--- config.mk ---
export PLATFORM = sky130hd
export DESIGN_NAME = rmc_top
export DESIGN_NICKNAME = d
export VERILOG_FILES = /design/src/common/rmc_pkg.sv /design/src/design/rmc_top.sv
export SDC_FILE = /design/constraint.sdc
export NUM_CORES = 1
export LEC_CHECK = 0
export ABC_CLOCK_PERIOD_IN_PS = 1900
export BUFFER_PORTS_ARGS = -buffer_cell sky130_fd_sc_hd__buf_4
export CAP_MARGIN = 20
export CORE_ASPECT_RATIO = 1.5
export CORE_MARGIN = 8
export CORE_UTILIZATION = 25
export CTS_CLUSTER_SIZE = 40
export DETAILED_ROUTE_END_ITERATION = 12
export HOLD_SLACK_MARGIN = 0.05
export PLACE_DENSITY = 0.53
export SYNTH_ARGS = -nofsm -noshare
export SYNTH_HDL_FRONTEND = slang
export SYNTH_SLANG_ARGS = --single-unit
--- constraint.sdc ---
create_clock -name core_clk_i -period 1.9 [get_ports core_clk_i]
set_clock_uncertainty 0.1 [all_clocks]
set_input_delay 0.57 -clock core_clk_i [delete_from_list [all_inputs] [get_ports core_clk_i]]
set_output_delay 0.57 -clock core_clk_i [all_outputs]
set_load 0.01 [all_outputs]
--- src/common/rmc_pkg.sv ---
// package for the region monitor control block: register map, field layout, reset values
// assumes a 32-bit apb slave port at one register word per offset
package rmc_pkg;

  // ****************************************
  // register map
  // ****************************************
  localparam logic [7:0] CTRL_OFFSET = 8'h04;   // monitor_control, write-only
  localparam logic [7:0] STATUS_OFFSET = 8'h08; // read-back of block state

  // ****************************************
  // control word fields
  // ****************************************
  localparam int WATCH_ON_LSB = 12;   // region_watch_on[3:0]
  localparam int WATCH_OFF_LSB = 8;   // region_watch_off[3:0]
  localparam int RECOMP_LSB = 4;      // digest_recompute[3:0]
  localparam int START_BIT = 0;       // monitor start
  localparam int STOP_BIT = 1;        // monitor stop
  localparam int SOFT_RST_BIT = 2;    // soft_reset_cmd

  // ****************************************
  // status word fields
  // ****************************************
  localparam int ST_WATCH_LSB = 0;    // per-region watch state
  localparam int ST_RUN_BIT = 4;      // monitor running
  localparam int ST_PEND_LSB = 8;     // recompute pending per region

  // ****************************************
  // reset values
  // ****************************************
  localparam logic [3:0] WATCH_RESET = 4'hF;  // every region watched
  localparam logic RUN_RESET = 1'b0;          // monitor idle until started

  // ****************************************
  // types
  // ****************************************
  typedef enum logic [1:0] {RMC_IDLE, RMC_ACCESS} rmc_phase_t;

  typedef struct packed {
    rmc_phase_t phase;        // apb answer phase
    logic [3:0] watch;        // per-region monitoring enabled
    logic run;                // monitor started
    logic [3:0] recomp;       // one-cycle recompute pulses
    logic [3:0] pend;         // sticky record of honoured recomputes
    logic soft_rst;           // one-cycle internal reset pulse
    logic pready;
    logic pslverr;
    logic [31:0] prdata;
  } rmc_state_t;

endpackage : rmc_pkg

--- src/design/rmc_top.sv ---
// region monitor control: apb command register for an integrity-check monitor
// assumes a single clock domain and an apb master that holds requests until pready
//
// Notes on behaviour
// writing one to region_watch_on enables region
// writing one to region_watch_off disables region
// writing one to digest_recompute requests fresh digest
// recompute honoured only while region disabled
// after reset all regions are watched
// low bits start, stop, soft-reset the monitor
//
// Chosen here: the APB register port.
`timescale 1ns/1ps
module rmc_top (
  input wire logic core_clk_i,
  input wire logic rst_n_i,
  input wire logic psel_i,
  input wire logic penable_i,
  input wire logic pwrite_i,
  input wire logic [7:0] paddr_i,
  input wire logic [31:0] pwdata_i,
  output logic pready_o,
  output logic pslverr_o,
  output logic [31:0] prdata_o,
  output logic [3:0] region_watch_o,     // per-region monitoring active
  output logic monitor_run_o,            // monitor running
  output logic [3:0] digest_recompute_o, // one-cycle recompute request per region
  output logic soft_reset_o              // one-cycle internal reset pulse
);

  // ****************************************
  // state
  // ****************************************
  rmc_pkg::rmc_state_t state_reg; // all registered state
  rmc_pkg::rmc_state_t state_next; // next value of it

  // field extract used for each four-bit command group
  function automatic logic [3:0] field4(input logic [31:0] w, input int lsb);
    field4 = w[lsb +: 4];
  endfunction : field4

  // ****************************************
  // next state
  // ****************************************
  // apb answers one cycle after setup: setup -> access with pready high
  always_comb begin
    logic wr_ctrl;
    logic [3:0] on_bits;
    logic [3:0] off_bits;
    logic [3:0] rc_bits;
    logic [3:0] watch_now;
    wr_ctrl = 1'b0;
    on_bits = 4'h0;
    off_bits = 4'h0;
    rc_bits = 4'h0;
    watch_now = 4'h0;
    state_next = state_reg;
    // pulses last only one cycle
    state_next.recomp = 4'h0;
    state_next.soft_rst = 1'b0;
    state_next.pready = 1'b0;
    state_next.pslverr = 1'b0;
    case (state_reg.phase)
      rmc_pkg::RMC_IDLE: begin
        // setup seen: answer in the next (access) cycle
        if (psel_i && !penable_i) begin
          state_next.phase = rmc_pkg::RMC_ACCESS;
          state_next.pready = 1'b1;
          state_next.prdata = 32'h0000_0000;
          if (paddr_i == rmc_pkg::STATUS_OFFSET && !pwrite_i) begin
            state_next.prdata[rmc_pkg::ST_WATCH_LSB +: 4] = state_reg.watch;
            state_next.prdata[rmc_pkg::ST_RUN_BIT] = state_reg.run;
            state_next.prdata[rmc_pkg::ST_PEND_LSB +: 4] = state_reg.pend;
          end else if (paddr_i == rmc_pkg::CTRL_OFFSET && pwrite_i) begin
            state_next.pslverr = 1'b0;
          end else if (paddr_i == rmc_pkg::CTRL_OFFSET) begin
            // write-only register reads as zero, no error
            state_next.pslverr = 1'b0;
          end else begin
            // unmapped address or write to the status word
            state_next.pslverr = 1'b1;
          end
        end
      end
      rmc_pkg::RMC_ACCESS: begin
        // the write takes effect at the edge that samples pready high
        state_next.phase = rmc_pkg::RMC_IDLE;
        wr_ctrl = psel_i && penable_i && pwrite_i && (paddr_i == rmc_pkg::CTRL_OFFSET);
      end
      default: begin
        state_next.phase = rmc_pkg::RMC_IDLE;
      end
    endcase
    if (wr_ctrl) begin
      on_bits = field4(pwdata_i, rmc_pkg::WATCH_ON_LSB);
      off_bits = field4(pwdata_i, rmc_pkg::WATCH_OFF_LSB);
      rc_bits = field4(pwdata_i, rmc_pkg::RECOMP_LSB);
      // gate on watch state before write
      // recompute checks the state held before this write, so software must
      // have disabled the region in an earlier write
      watch_now = state_reg.watch;
      // recompute pulse issued
      state_next.recomp = rc_bits & ~watch_now;
      state_next.pend = state_reg.pend | (rc_bits & ~watch_now);
      // disable selected regions
      state_next.watch = state_reg.watch & ~off_bits;
      // enable selected regions, enable wins
      state_next.watch = state_next.watch | on_bits;
      // start and stop commands
      if (pwdata_i[rmc_pkg::START_BIT]) begin
        state_next.run = 1'b1;
      end
      if (pwdata_i[rmc_pkg::STOP_BIT]) begin
        state_next.run = 1'b0;
      end
      // soft reset returns run, watch and pend to reset values
      if (pwdata_i[rmc_pkg::SOFT_RST_BIT]) begin
        state_next.soft_rst = 1'b1;
        state_next.run = rmc_pkg::RUN_RESET;
        state_next.watch = rmc_pkg::WATCH_RESET;
        state_next.pend = 4'h0;
        state_next.recomp = 4'h0;
      end
    end
  end

  // ****************************************
  // registers
  // ****************************************
  always_ff @(posedge core_clk_i or negedge rst_n_i) begin
    if (!rst_n_i) begin
      state_reg.phase <= rmc_pkg::RMC_IDLE;
      // regions watched after reset
      state_reg.watch <= rmc_pkg::WATCH_RESET;
      state_reg.run <= rmc_pkg::RUN_RESET;
      state_reg.recomp <= 4'h0;
      state_reg.pend <= 4'h0;
      state_reg.soft_rst <= 1'b0;
      state_reg.pready <= 1'b0;
      state_reg.pslverr <= 1'b0;
      state_reg.prdata <= 32'h0000_0000;
    end else begin
      state_reg <= state_next;
    end
  end

  // outputs straight from flip-flops
  assign pready_o = state_reg.pready;
  assign pslverr_o = state_reg.pslverr;
  assign prdata_o = state_reg.prdata;
  assign region_watch_o = state_reg.watch;
  assign monitor_run_o = state_reg.run;
  assign digest_recompute_o = state_reg.recomp;
  assign soft_reset_o = state_reg.soft_rst;

endmodule : rmc_top

Yosys cells after proc, flatten, opt, wreduce, memory -nomap -nowiden
Cells that the tools add are included. Widths: inputs -> output; s select.

Bits of input ports: 45. Register bits after elaboration: 27. Logic and storage cells: 45. Output and inout port bits: 44.

Reductions and logical operators: 12. Eq/ne operators: 4. Bitwise logic cells: 6. Mux-type cells: 14.

Operator list (number): $mux 34 (2); $mux 14 (1); $mux 9 (1); $and 4x4->4 (2); $eq 8x3->1 const B (1); $eq 8x4->1 const B (1); $not 4->4 (2); $or 4x4->4 (2); $logic_and 1x1->1 (6); $mux 1 (6); $mux 5 (1); $mux 2 (2); $mux 4 (1); $reduce_and 2->1 (2); $reduce_bool 3->1 (1); $eq 2x1->1 const B (1); $logic_not 1->1 (2); $logic_not 2->1 (1); $ne 2x2->1 const B (1).

Depth between registers and ports, before layout
Gate-level depths: netlist of the first run.

Word-level depth: 6. Gate-level depth with buffers: 4. Mapped depth without buffers: 3.

Least setup slack after synthesis of the first run
Ideal clock, no wire load.

Path kind: input to register. From: in paddr_i[1]. To: reg state_reg, in the netlist monitor_run_o. Setup slack: -289 ps. Stages: 4. Arrival: 1967 ps. Required time: 1679 ps. Cell sequence: or4_1 or4_1 buf_2 o22a_1.

Word-level cells in the longest chain between the ends: 4.

RTL lines: start, declared (line rmc_top.sv:20) `input wire logic [7:0] paddr_i,`; $eq 8x3->1 (line rmc_top.sv:88) `wr_ctrl = psel_i && penable_i && pwrite_i && (paddr_i == rmc_pkg::CTRL_OFFSET);`; $logic_and 1x1->1 (line rmc_top.sv:88); $mux 1 (line rmc_top.sv:63) `case (state_reg.phase)`; $reduce_and 2->1 (no line); end signal, assigned (line rmc_top.sv:143) `state_reg <= state_next;`; end, declared (line rmc_top.sv:34) `rmc_pkg::rmc_state_t state_reg;`.

Every way passes these cells. A chain may end at the register's enable or synchronous reset.

==> results summary, run 1 <==
The area of the placeable core is 6090 um^2. The number of antenna violations at the first check in global routing is 0. The wire length reported by the detailed router is 4.19 mm. The count of final max-slew check failures was 0. TritonCTS built the clock tree. The library cell used most frequently in the layout, excluding fill and tap cells, is sky130_fd_sc_hd__buf_4. The remaining antenna violation count came out at 0. The worst register-to-register path ends at digest_recompute_o[2]. The final reports fail on negative setup slack.

VDD sags by at most 233 uV. The overflow left after global routing came out at 0. The shortest period the worst path allows is 1.98 ns. The combined global-route utilization of all metal layers came out at 9.36%. The TritonCTS sink count is 26.

By startpoint and endpoint, the worst setup path is classified as in2reg. The clock root buffer is sky130_fd_sc_hd__clkbuf_8. The kind of path behind the tightest hold check is in2async. The accumulated negative setup slack came out at -0.415 ns.

Setup repair after global routing could not meet its margin everywhere. The largest fanout on the critical path came out at 5. For this run, design rule violations remaining after detail routing come to 0. The number of vias after detailed routing came out at 1213. The setup slack of the worst register-to-register path is 0.32 ns.

The worst path required time came out at 1.98 ns. For this block, the initial DRC count from the detailed router was 34. Once routing completed, OpenROAD measured the worst setup slack at -0.0805 ns.

The number of hold buffers added after CTS was 0. In this run the number of H-tree levels came out at 1. The number of buffers inserted during clock tree synthesis came out at 3. The static leakage is 0.933 nW. The average cell area after synthesis came out at 9.88 um^2. In this run, placement finished with an instance count of 264.

Detailed placement ended at an HPWL of 3.17 mm. The signal arrival time at the worst endpoint is 2.06 ns. The flow ran to the end, but the final reports show violations. The placer's final routability congestion estimate is 0.730. The cell count of the worst reg-to-reg path came out at 3. The number of warnings printed during yosys synthesis came out at 0.

The count of pins on the block boundary is 89. In this run the horizontal extent of the chip is 80.3 um. For this run, the register share of the synthesized area comes to 42.3%. The distinct cell type count after synthesis is 24. The floorplan die area came out at 9030 um^2.

The global-route wire length before repair came out at 6.70 mm. The net total in the final layout is 242. The count of port buffers added during placement came out at 48. The number of buffers on the longest clock path came out at 2. The per-cell via count in the routed design came out at 4.49. The start of the worst register-to-register path is state_reg[48]. Clock-pin slew was measured on the worst setup and hold paths at 0.09 ns. The antenna diode instance count is 0. Prior to clock tree synthesis, the placed netlist has a worst setup slack of -0.454 ns. The detailed-routing iteration count for the pre-antenna-repair pass is 4. The final critical path takes up 104% of the cycle.

The number of global-route vias before repair came out at 1349. The number of setup violations in the final report is 9. The floorplan has 35 rows.

After the flow finishes, the layout carries non-filler instances totaling 270. The register with the most flip-flops in the layout has 9 of them. Relative to the synthesized area, the layout overhead comes to 28.5%. In this run, synthesis produced a sequential element count of 26.

The number of hold-slack violations in the final timing report came out at 0. The number of maximum-capacitance constraint violations is 0. The fmax came out at 0.505 GHz. The cell count after synthesis came out at 157.

Leaving out fill and tap cells, the most frequent cells in the layout are sky130_fd_sc_hd__buf_4, sky130_fd_sc_hd__conb_1, sky130_fd_sc_hd__dfrtp_1. The fraction of layout instances using a drive strength above 1 is 40.8%. The mean routed wirelength per cell came out at 15.5 um. The startpoint type of the worst setup path is a primary input. The largest net degree at the start of global routing is 27. Clock latency on the worst-skew pair, taken at its later pin, is 0.27 ns. The die is 112 um tall. The synthesized netlist occupies a cell area of 1550 um^2. The power density relative to cell area is 592 nW/um^2. STA classifies the critical path endpoint as a register. The starting density of the core is 25.5%.
routing by layer:
metal / GRT usage, % / routed length (um) / up-vias
met5: 0 / 0 / -
li1: - / - / 585
met1: 9.96 / 1570 / 577
met2: 16.3 / 2270 / 47
met4: 5.00 / 105 / 0
met3: 2.16 / 240 / 4
metrics by stage:
stage          utilization (%)  hold slack [ns]  total power, mW  area, um^2
6_report                  32.8           0.0892             1.18        1990
5_1_grt                   32.8            0.103             1.22        1990
4_1_cts                   31.9           0.0987             1.19        1940
3_5_place_dp              30.5            0.348            0.723        1850
3_3_place_gp              30.5            0.340            0.722        1850
2_1_floorplan                -            0.174            0.670        1660
final cells by class:
type | instances | area, um^2
Clock inverter | 1 | 30.0
Timing Repair Buffer | 60 | 458
Sequential cell | 26 | 656
Clock buffer | 3 | 41.3
Fill cell | 637 | 4090
Inverter | 5 | 18.8
Multi-Input combinational cell | 101 | 698
Tap cell | 74 | 92.6
timing repair:
item	4_1_cts	5_1_grt
buffers inserted	0	1
gates cloned	1	0
pin swaps	4	3
resized for setup	3	6
setup endpoints to repair	9	10
worst max path at each step:
stage | from | to | slack (ns) | cells after the start
global route | paddr_i[4] | digest_recompute_o[2] | -0.13 | 4
detailed placement | paddr_i[1] | digest_recompute_o[2] | -0.45 | 4
global placement | paddr_i[1] | digest_recompute_o[2] | -0.46 | 4
CTS | paddr_i[4] | digest_recompute_o[2] | -0.11 | 4
floorplan | paddr_i[1] | monitor_run_o | -0.26 | 4
finish | paddr_i[4] | digest_recompute_o[2] | -0.08 | 4
kinds of logic (layout without fill, tap and decap cells):
kind of cell           Yosys count  after routing  synth area share (%)
other                            1             23                 0.242
and+or+nand+nor                 58             59                  27.2
buffers and inverters           53             69                  22.6
AOI/OAI and AO/OA               19             19                  7.74
DFF                             26             26                  42.3
synth_stat cells:
cell type                   instances  share of area [%]
sky130_fd_sc_hd__or4_1              2               0.97
sky130_fd_sc_hd__dfrtp_1           22                 35
sky130_fd_sc_hd__inv_1              5                1.2
sky130_fd_sc_hd__conb_1             1               0.24
sky130_fd_sc_hd__o21ai_0            9                2.9
sky130_fd_sc_hd__clkbuf_1           7                1.7
sky130_fd_sc_hd__buf_2              1               0.32
sky130_fd_sc_hd__nand2b_1          11                4.4
sky130_fd_sc_hd__dfstp_2            4                6.8
sky130_fd_sc_hd__buf_4             40                 19
sky130_fd_sc_hd__a31oi_1            1               0.40
sky130_fd_sc_hd__and2_1             1               0.40
sky130_fd_sc_hd__nand3b_1           5                2.4
sky130_fd_sc_hd__o22ai_1            4                1.6
sky130_fd_sc_hd__a2bb2oi_1          4                2.3
sky130_fd_sc_hd__or4bb_1            4                2.9
sky130_fd_sc_hd__or2_1              1               0.40
sky130_fd_sc_hd__nor4_2             1               0.81
sky130_fd_sc_hd__nor4_1            10                4.0
sky130_fd_sc_hd__nor3b_1            3                1.5
sky130_fd_sc_hd__o22a_1             1               0.56
sky130_fd_sc_hd__nor4b_2            4                3.9
sky130_fd_sc_hd__nor2_1             6                1.5
sky130_fd_sc_hd__nand4_1           10                4.0
power breakdown:
group          internal (mW)  switching [mW]  leakage (nW)  total (mW)
Combinational         0.0701          0.0895         0.550       0.160
Sequential             0.558         0.00215         0.347       0.560
Clock                  0.282           0.179        0.0357       0.460
Total                  0.910           0.270         0.933        1.18
worst max-delay path, cell delays in order:
cell                      delay, ns
sky130_fd_sc_hd__buf_6         0.09
sky130_fd_sc_hd__or4_4         0.54
sky130_fd_sc_hd__or4_4         0.58
sky130_fd_sc_hd__nor4b_4       0.28
Note: power is estimated with default switching activity, not from simulation.
==> inputs of run 2 (changes only) <==
--- a/config.mk
+++ b/config.mk
@@ -5,7 +5,7 @@
 export SDC_FILE = /design/constraint.sdc
 export NUM_CORES = 1
 export LEC_CHECK = 0
-export ABC_CLOCK_PERIOD_IN_PS = 1900
+export ABC_CLOCK_PERIOD_IN_PS = 2300
 export BUFFER_PORTS_ARGS = -buffer_cell sky130_fd_sc_hd__buf_4
 export CAP_MARGIN = 20
 export CORE_ASPECT_RATIO = 1.5
==> constraint.sdc (replaced) <==
create_clock -name core_clk_i -period 2.3 [get_ports core_clk_i]
set_clock_uncertainty 0.1 [all_clocks]
set_input_delay 0.69 -clock core_clk_i [delete_from_list [all_inputs] [get_ports core_clk_i]]
set_output_delay 0.69 -clock core_clk_i [all_outputs]
set_load 0.01 [all_outputs]
==> run 2 against run 1 <==
  * Highest routed layer unchanged
  * Sequential share of layout area is 1.7 points higher
  * Via count shrank 5.5%
  * Core utilization is 1.6 points lower
  * The run now ends clean
  * Critical endpoint unchanged
  * Global-route usage decreased by 0.75 points
  * First-iteration DRC count rose by 15%
  * Register-to-register slack improved by 0.37 ns
  * Worst setup slack improved by 0.11 ns
  * Largest cell class is now flip-flops and latches
  * Critical path depth grew 1
  * Non-clock buffer count shrank 1
  * Sequential power decreased by 17%
==> results summary, run 2 (same netlist as run 1, synthesis figures left out) <==
Once detailed placement completed, the half-perimeter wirelength came to 3.13 mm. The worst setup path is of the in2reg kind. The number of maximum-capacitance constraint violations came out at 0. TritonCTS built the clock tree. The routed design could run at a clock period as short as 2.27 ns.

The fraction of layout instances using a drive strength above 1 is 37.6%. Combinational logic is responsible for 13.8% of the overall power. The number of vias after detailed routing came out at 1146. Data on the critical path arrives at its endpoint at 2.34 ns. The worst IR drop on VDD is 147 uV. The starting density of the core came out at 25.5%.

The number of antenna violations at the first check in global routing is 0. The per-cell via count in the routed design is 4.28. The cell at the slowest stage of the critical path is sky130_fd_sc_hd__or4_4. The count of filler cells inserted in the layout came out at 635. The run finished with clean final reports.

Setup repair after global routing left no endpoint under its margin. The floorplan die area is 9030 um^2. The initialized floorplan defines 35 standard-cell rows. The count of pins on the block boundary is 89. The static leakage came out at 0.885 nW.

The delay contributed by the slowest stage of the critical path is 0.54 ns. At the end of the flow the core is filled with cells to 31.2%. The area of the placeable core came out at 6090 um^2. The detailed-routing iteration count for the pre-antenna-repair pass came out at 4. The cell that appears most often on the critical path is sky130_fd_sc_hd__buf_4. The sequential fraction of design power is 52.8%.

The total internal power is 0.667 mW. The number of setup violations in the final report is 0. At the placement stage, the worst setup path has a slack of -0.273 ns. The number of global-route vias before repair came to 1313.

The area occupied by multi-input gates is 632 um^2. The sum of buffers and inverters on the critical path is 2. The global-route wire length before repair came out at 6.18 mm. The mean routed wirelength per cell is 14.4 um.

The most common library cell in the layout ignoring fill and taps is sky130_fd_sc_hd__buf_4. Leaving out fill and tap cells, the most frequent cells in the layout are sky130_fd_sc_hd__buf_4, sky130_fd_sc_hd__conb_1, sky130_fd_sc_hd__dfrtp_1. The later-pin clock latency in the skew report is 0.27 ns. The number of flip-flops in the largest register came out at 9.

The number of buffers inserted during clock tree synthesis came out at 3. The number of hold-slack violations in the final timing report came out at 0. CTS built an H-tree with a depth of 1.

The overall power consumption is 0.877 mW. In this run the deepest clock path goes through 2 buffers. The clock root buffer is sky130_fd_sc_hd__clkbuf_8. The power density relative to cell area came out at 462 nW/um^2. The fmax is 0.440 GHz. The worst path required time came out at 2.37 ns. Relative to the synthesized area, the layout overhead comes to 22.3%. Of the total power, the share spent switching nets is 23.9%. The final layout contains routed wiring with a total length of 3.86 mm. The worst setup path is launched from a primary input. The kind of path behind the tightest hold check is in2async. Once routing completed, OpenROAD measured the worst setup slack at 0.0294 ns. In this run the horizontal extent of the chip is 80.3 um.

The number of gates resized after CTS came out at 0. 0 antenna diodes ended up in the layout. After detailed routing, the number of remaining DRC violations is 0. The combined flip-flop and latch cell area came out at 656 um^2.

The kind of cell with the highest combined delay along the critical path is simple AND/OR/NAND/NOR gates. In this run the worst path has a maximum fanout of 9. The combined global-route utilization of all metal layers came out at 8.61%. The number of buffers inserted by hold repair at cts is 0. The final cycle utilization of the critical path is 98.7%. The tree built by TritonCTS fans out to 26 sinks.

In this run the remaining antenna-violating nets after routing total 0. The count of final max-slew check failures came out at 0. The die extent in y is 112 um. The net count of the finished layout is 240. The violation count after the first detailed-routing iteration is 39. The part of the power in the clock network is 33.5%. The worst setup path is captured at a register.

The accumulated negative setup slack came out at 0 ns. The analysis attributes to net switching a power of 0.210 mW. The signal on the critical path passes through buf_4, or4_4, or4_1, buf_4, nor4b_2. The largest net degree at the start of global routing came out at 27. The setup fix buffers added after clock tree synthesis is 0. The count of port buffers added during placement is 48. The placer's final routability congestion estimate came out at 0.734.

The register clock-pin slew on the reported worst setup and hold paths is 0.09 ns. The overflow left after global routing is 0.
[run 2: cell types whose count changed in the layout (fill, tap and decap cells not counted), sizes merged]
cell / before / now
bufinv: 1 / 0
clkbuf: 3 / 4
buf: 60 / 59
or4: 3 / 2
[run 2: metrics by stage]
| stage | instances | hold WS [ns] | instance area (um^2) |
|---|---|---|---|
| 2_1_floorplan | 179 | 0.294 | 1640 |
| 3_3_place_gp | 264 | 0.340 | 1840 |
| 3_5_place_dp | 264 | 0.354 | 1840 |
| 4_1_cts | 268 | 0.221 | 1900 |
| 5_1_grt | 268 | 0.235 | 1900 |
| 6_report | 268 | 0.211 | 1900 |
[run 2: path summary, 6_finish.rpt]
kind | depth (start not counted) | start | slack (ns) | to
setup / recovery | 5 | paddr_i[1] | 0.03 | digest_recompute_o[2]
hold / removal | 1 | rst_n_i | 0.21 | pready_o
hold reg to reg | 1 | state_reg[48] | 0.37 | state_reg[48]
setup reg to reg | 4 | state_reg[48] | 0.69 | digest_recompute_o[2]
max in group asynchronous | 1 | rst_n_i | 1.60 | region_watch_o[3]
min in group core_clk_i | 1 | state_reg[48] | 0.37 | state_reg[48]
[run 2: final cells by class]
class / count / area share [%]
clock buffer: 4 / 2.90
inverter: 5 / 0.989
multi-input combinational: 100 / 33.3
sequential: 26 / 34.6
tap: 74 / 4.88
timing repair buffer: 59 / 23.4
[run 2: layer usage]
layer  global-route usage (%)  routed length, um  vias to the layer above
met5                        0                  0                        -
met4                     3.17                 29                        0
met3                     2.00                213                        2
met2                     14.9               2000                       46
met1                     9.82               1610                      526
li1                         -                  -                      572
[run 2: power groups by stage]
stage	clock network, mW	logic, mW	registers (mW)
CTS	0.303	0.122	0.463
global route	0.323	0.135	0.463
floorplan	0	0.0799	0.472
detailed placement	0	0.121	0.471
finish	0.294	0.121	0.463
global placement	0	0.120	0.471
==> inputs of run 3 (changes only) <==
--- a/config.mk
+++ b/config.mk
@@ -5,7 +5,7 @@
 export SDC_FILE = /design/constraint.sdc
 export NUM_CORES = 1
 export LEC_CHECK = 0
-export ABC_CLOCK_PERIOD_IN_PS = 2300
+export ABC_CLOCK_PERIOD_IN_PS = 2590
 export BUFFER_PORTS_ARGS = -buffer_cell sky130_fd_sc_hd__buf_4
 export CAP_MARGIN = 20
 export CORE_ASPECT_RATIO = 1.5
==> constraint.sdc (replaced) <==
create_clock -name core_clk_i -period 2.59 [get_ports core_clk_i]
set_clock_uncertainty 0.1 [all_clocks]
set_input_delay 0.777 -clock core_clk_i [delete_from_list [all_inputs] [get_ports core_clk_i]]
set_output_delay 0.777 -clock core_clk_i [all_outputs]
set_load 0.01 [all_outputs]
==> run 3 against run 2 <==
  * Via count decreased by 3.4%
  * First-iteration DRC count shrank 2.6%
  * Cell count fell by 1.1%
  * Flip-flop and latch count stayed put
  * Clock power up 14%
  * Critical path depth unchanged
  * Worst setup slack improved by 0.19 ns
  * Non-clock buffer count is 3 lower
  * Core utilization is 0.16 points lower
  * Hold slack gained 0.090 ns
==> results summary, run 3 (same netlist as run 1, synthesis figures left out) <==
The flow ran to the end, and the final reports show no timing, DRC or antenna violations. The pin slew with the least headroom to its limit came out at 0.612 ns. From bottom edge to top edge, the die measures 112 um. Summed over all failing endpoints, the final setup total negative slack is 0 ns. The critical path depth in cells is 5. The number of setup violations in the final report came out at 0. The tightest min-delay check is of the in2async type. The detailed-placement wirelength estimate came out at 3.10 mm. The placer's final routability congestion estimate came out at 0.714. The overflow left after global routing is 0.

The register clock-pin slew on the reported worst setup and hold paths is 0.09 ns. The floorplan row count came out at 35. The fraction of layout instances using a drive strength above 1 came out at 36.1%. The remaining antenna violation count is 0.

The met3 capacity usage during global routing came out at 2.00%. The number of antenna violations at the first check in global routing was 0. The mean routed wirelength per cell is 14.6 um.

Entering global routing, the biggest net connects 27 pins. The internal portion of the total power is 0.660 mW. The clock tree from TritonCTS is done. The die covers 9030 um^2. The power density relative to cell area came out at 450 nW/um^2. For this design the total switching power over the nets is 0.189 mW.

The violation count after the first detailed-routing iteration came out at 38. Global routing consumed, on the met2 layer, 14.1% of the routing resources. Global routing used 8.67% of the available tracks across all layers. Global routing used 10.7% of the available met1 tracks. The core region is 6090 um^2. The count of final max-slew check failures is 0. Of the total power, the clock network draws 39.4%. Dividing the final minimum period by the clock period gives 91.5%.

The number of hold-slack violations in the final timing report is 0. The worst setup timing slack at the placement stage is -0.0925 ns. Measured against its own limit, the worst slew margin works out to 59.0%. The net total in the final layout came out at 237. The register with the most flip-flops in the layout has 9 of them. The die extent in x is 80.3 um. The critical path goes through buf_4, or4_1, or4_1, buf_4, nor4b_2. The sum of buffers and inverters on the critical path came out at 2. Across all hold checks on the routed design, the worst slack comes to 0.301 ns.

The number of buffers inserted by hold repair at cts is 0. The library cell used most frequently in the layout, excluding fill and tap cells, is sky130_fd_sc_hd__buf_4. The per-cell via count in the routed design came out at 4.18.

The count of pins on the block boundary came out at 89. The number of clock buffers added by TritonCTS is 3. The wire length reported by the detailed router is 3.88 mm. The critical path class is in2reg.

The combinational fraction of design power came out at 12.1%. The final worst slack is 0.220 ns. The delay contributed by the slowest stage of the critical path came out at 0.56 ns.

The first detailed-routing pass ran for 2 iterations. Data on the critical path arrives at its endpoint at 2.44 ns. The number of buffers on the longest clock path is 2. The worst IR drop on VDD came out at 202 uV. Post-CTS timing repair inserted 0 buffers for setup.

The first global-routing pass estimated 6.15 mm of wire. The worst setup path is launched from a primary input. The number of vias after detailed routing is 1107. The worst path required time came out at 2.66 ns.

The largest fanout on the critical path is 9. CTS built an H-tree with a depth of 1. The sequential fraction of design power is 48.4%. The net switching fraction of the power is 22.2%. The largest individual stage delay along the critical path comes from the cell sky130_fd_sc_hd__or4_1. The number of global-route vias before repair is 1251. Counting every sink on the clock net gives 26.

The global routing stage identified its most utilized layer as met2. The static leakage is 0.875 nW. Derived from the worst setup path, the maximum achievable clock frequency is 0.422 GHz. Compared with the post-synthesis result, the final layout area differs by 21.6%. Port buffering added 48 buffers. The endpoint type of the worst setup path is a register. Counting I/O delays and the setup requirement, the final critical path takes 2.37 ns. Setup repair after global routing left no endpoint under its margin. At the later pin of the worst-skew pair, clock insertion delay measures 0.27 ns.

The initial utilization of the core area, before any placement, comes to 25.5%. The cell count of the worst reg-to-reg path is 4. The cell family contributing the most delay on the critical path is simple AND/OR/NAND/NOR gates.

In the layout the commonest cells are sky130_fd_sc_hd__buf_4, sky130_fd_sc_hd__conb_1, sky130_fd_sc_hd__dfrtp_1. The number of maximum-capacitance constraint violations is 0. The tree is rooted in a sky130_fd_sc_hd__clkbuf_8. The count of unresolved DRC violations after routing came out at 0. The antenna diode instance count is 0.

After clock tree synthesis, the repair step resized 0 gates.
## run 3: changes by cell type in the layout (fill, tap and decap cells not counted), sizes merged
cell    delta
bufinv     +1
buf        -3
clkbuf     -1
## run 3: metrics by stage
stage	std cells	power, mW	area (um^2)	utilization, %
final	265	0.848	1890	31.0
after global routing	265	0.885	1890	31.0
after floorplan	179	0.490	1630	-
after CTS	265	0.859	1890	31.0
after global placement	261	0.521	1820	29.8
after detailed placement	261	0.522	1820	29.8
## run 3: layout make-up
| class | count | area (um^2) |
|---|---|---|
| clock buffer | 3 | 41.3 |
| tap | 74 | 92.6 |
| fill | 650 | 4200 |
| sequential | 26 | 656 |
| inverter | 5 | 18.8 |
| clock inverter | 1 | 30.0 |
| timing repair buffer | 56 | 420 |
| multi-input combinational | 100 | 628 |
## run 3: path summary, 6_finish.rpt
path	from	end	slack [ns]
max	paddr_i[1]	digest_recompute_o[2]	0.22
min	rst_n_i	digest_recompute_o[3]	0.30
max in group asynchronous	rst_n_i	region_watch_o[2]	1.78
max reg2reg	state_reg[48]	digest_recompute_o[2]	1.00
min reg2reg	state_reg[48]	state_reg[48]	0.38
min in group core_clk_i	state_reg[48]	state_reg[48]	0.38
## run 3: metal layers
| layer | part of all wire [%] | wire length, um | vias up |
|---|---|---|---|
| met5 | 0 | 0 | - |
| met4 | 0.93 | 36 | 0 |
| met3 | 5.3 | 204 | 2 |
| met2 | 50 | 1960 | 44 |
| met1 | 43 | 1680 | 491 |
| li1 | - | - | 570 |
## run 3: worst reg2reg max path: stages, from the launching register on
cell and delay [ns]:
sky130_fd_sc_hd__dfrtp_1 0.39, sky130_fd_sc_hd__nand4_1 0.13, sky130_fd_sc_hd__or4_1 0.41, sky130_fd_sc_hd__buf_4 0.19, sky130_fd_sc_hd__nor4b_2 0.28
## run 3: power groups by stage
stage	clock network [mW]	registers, mW	logic, mW
floorplan	0	0.419	0.0706
global placement	0	0.418	0.103
detailed placement	0	0.418	0.104
CTS	0.345	0.411	0.103
global route	0.359	0.411	0.115
finish	0.334	0.411	0.103
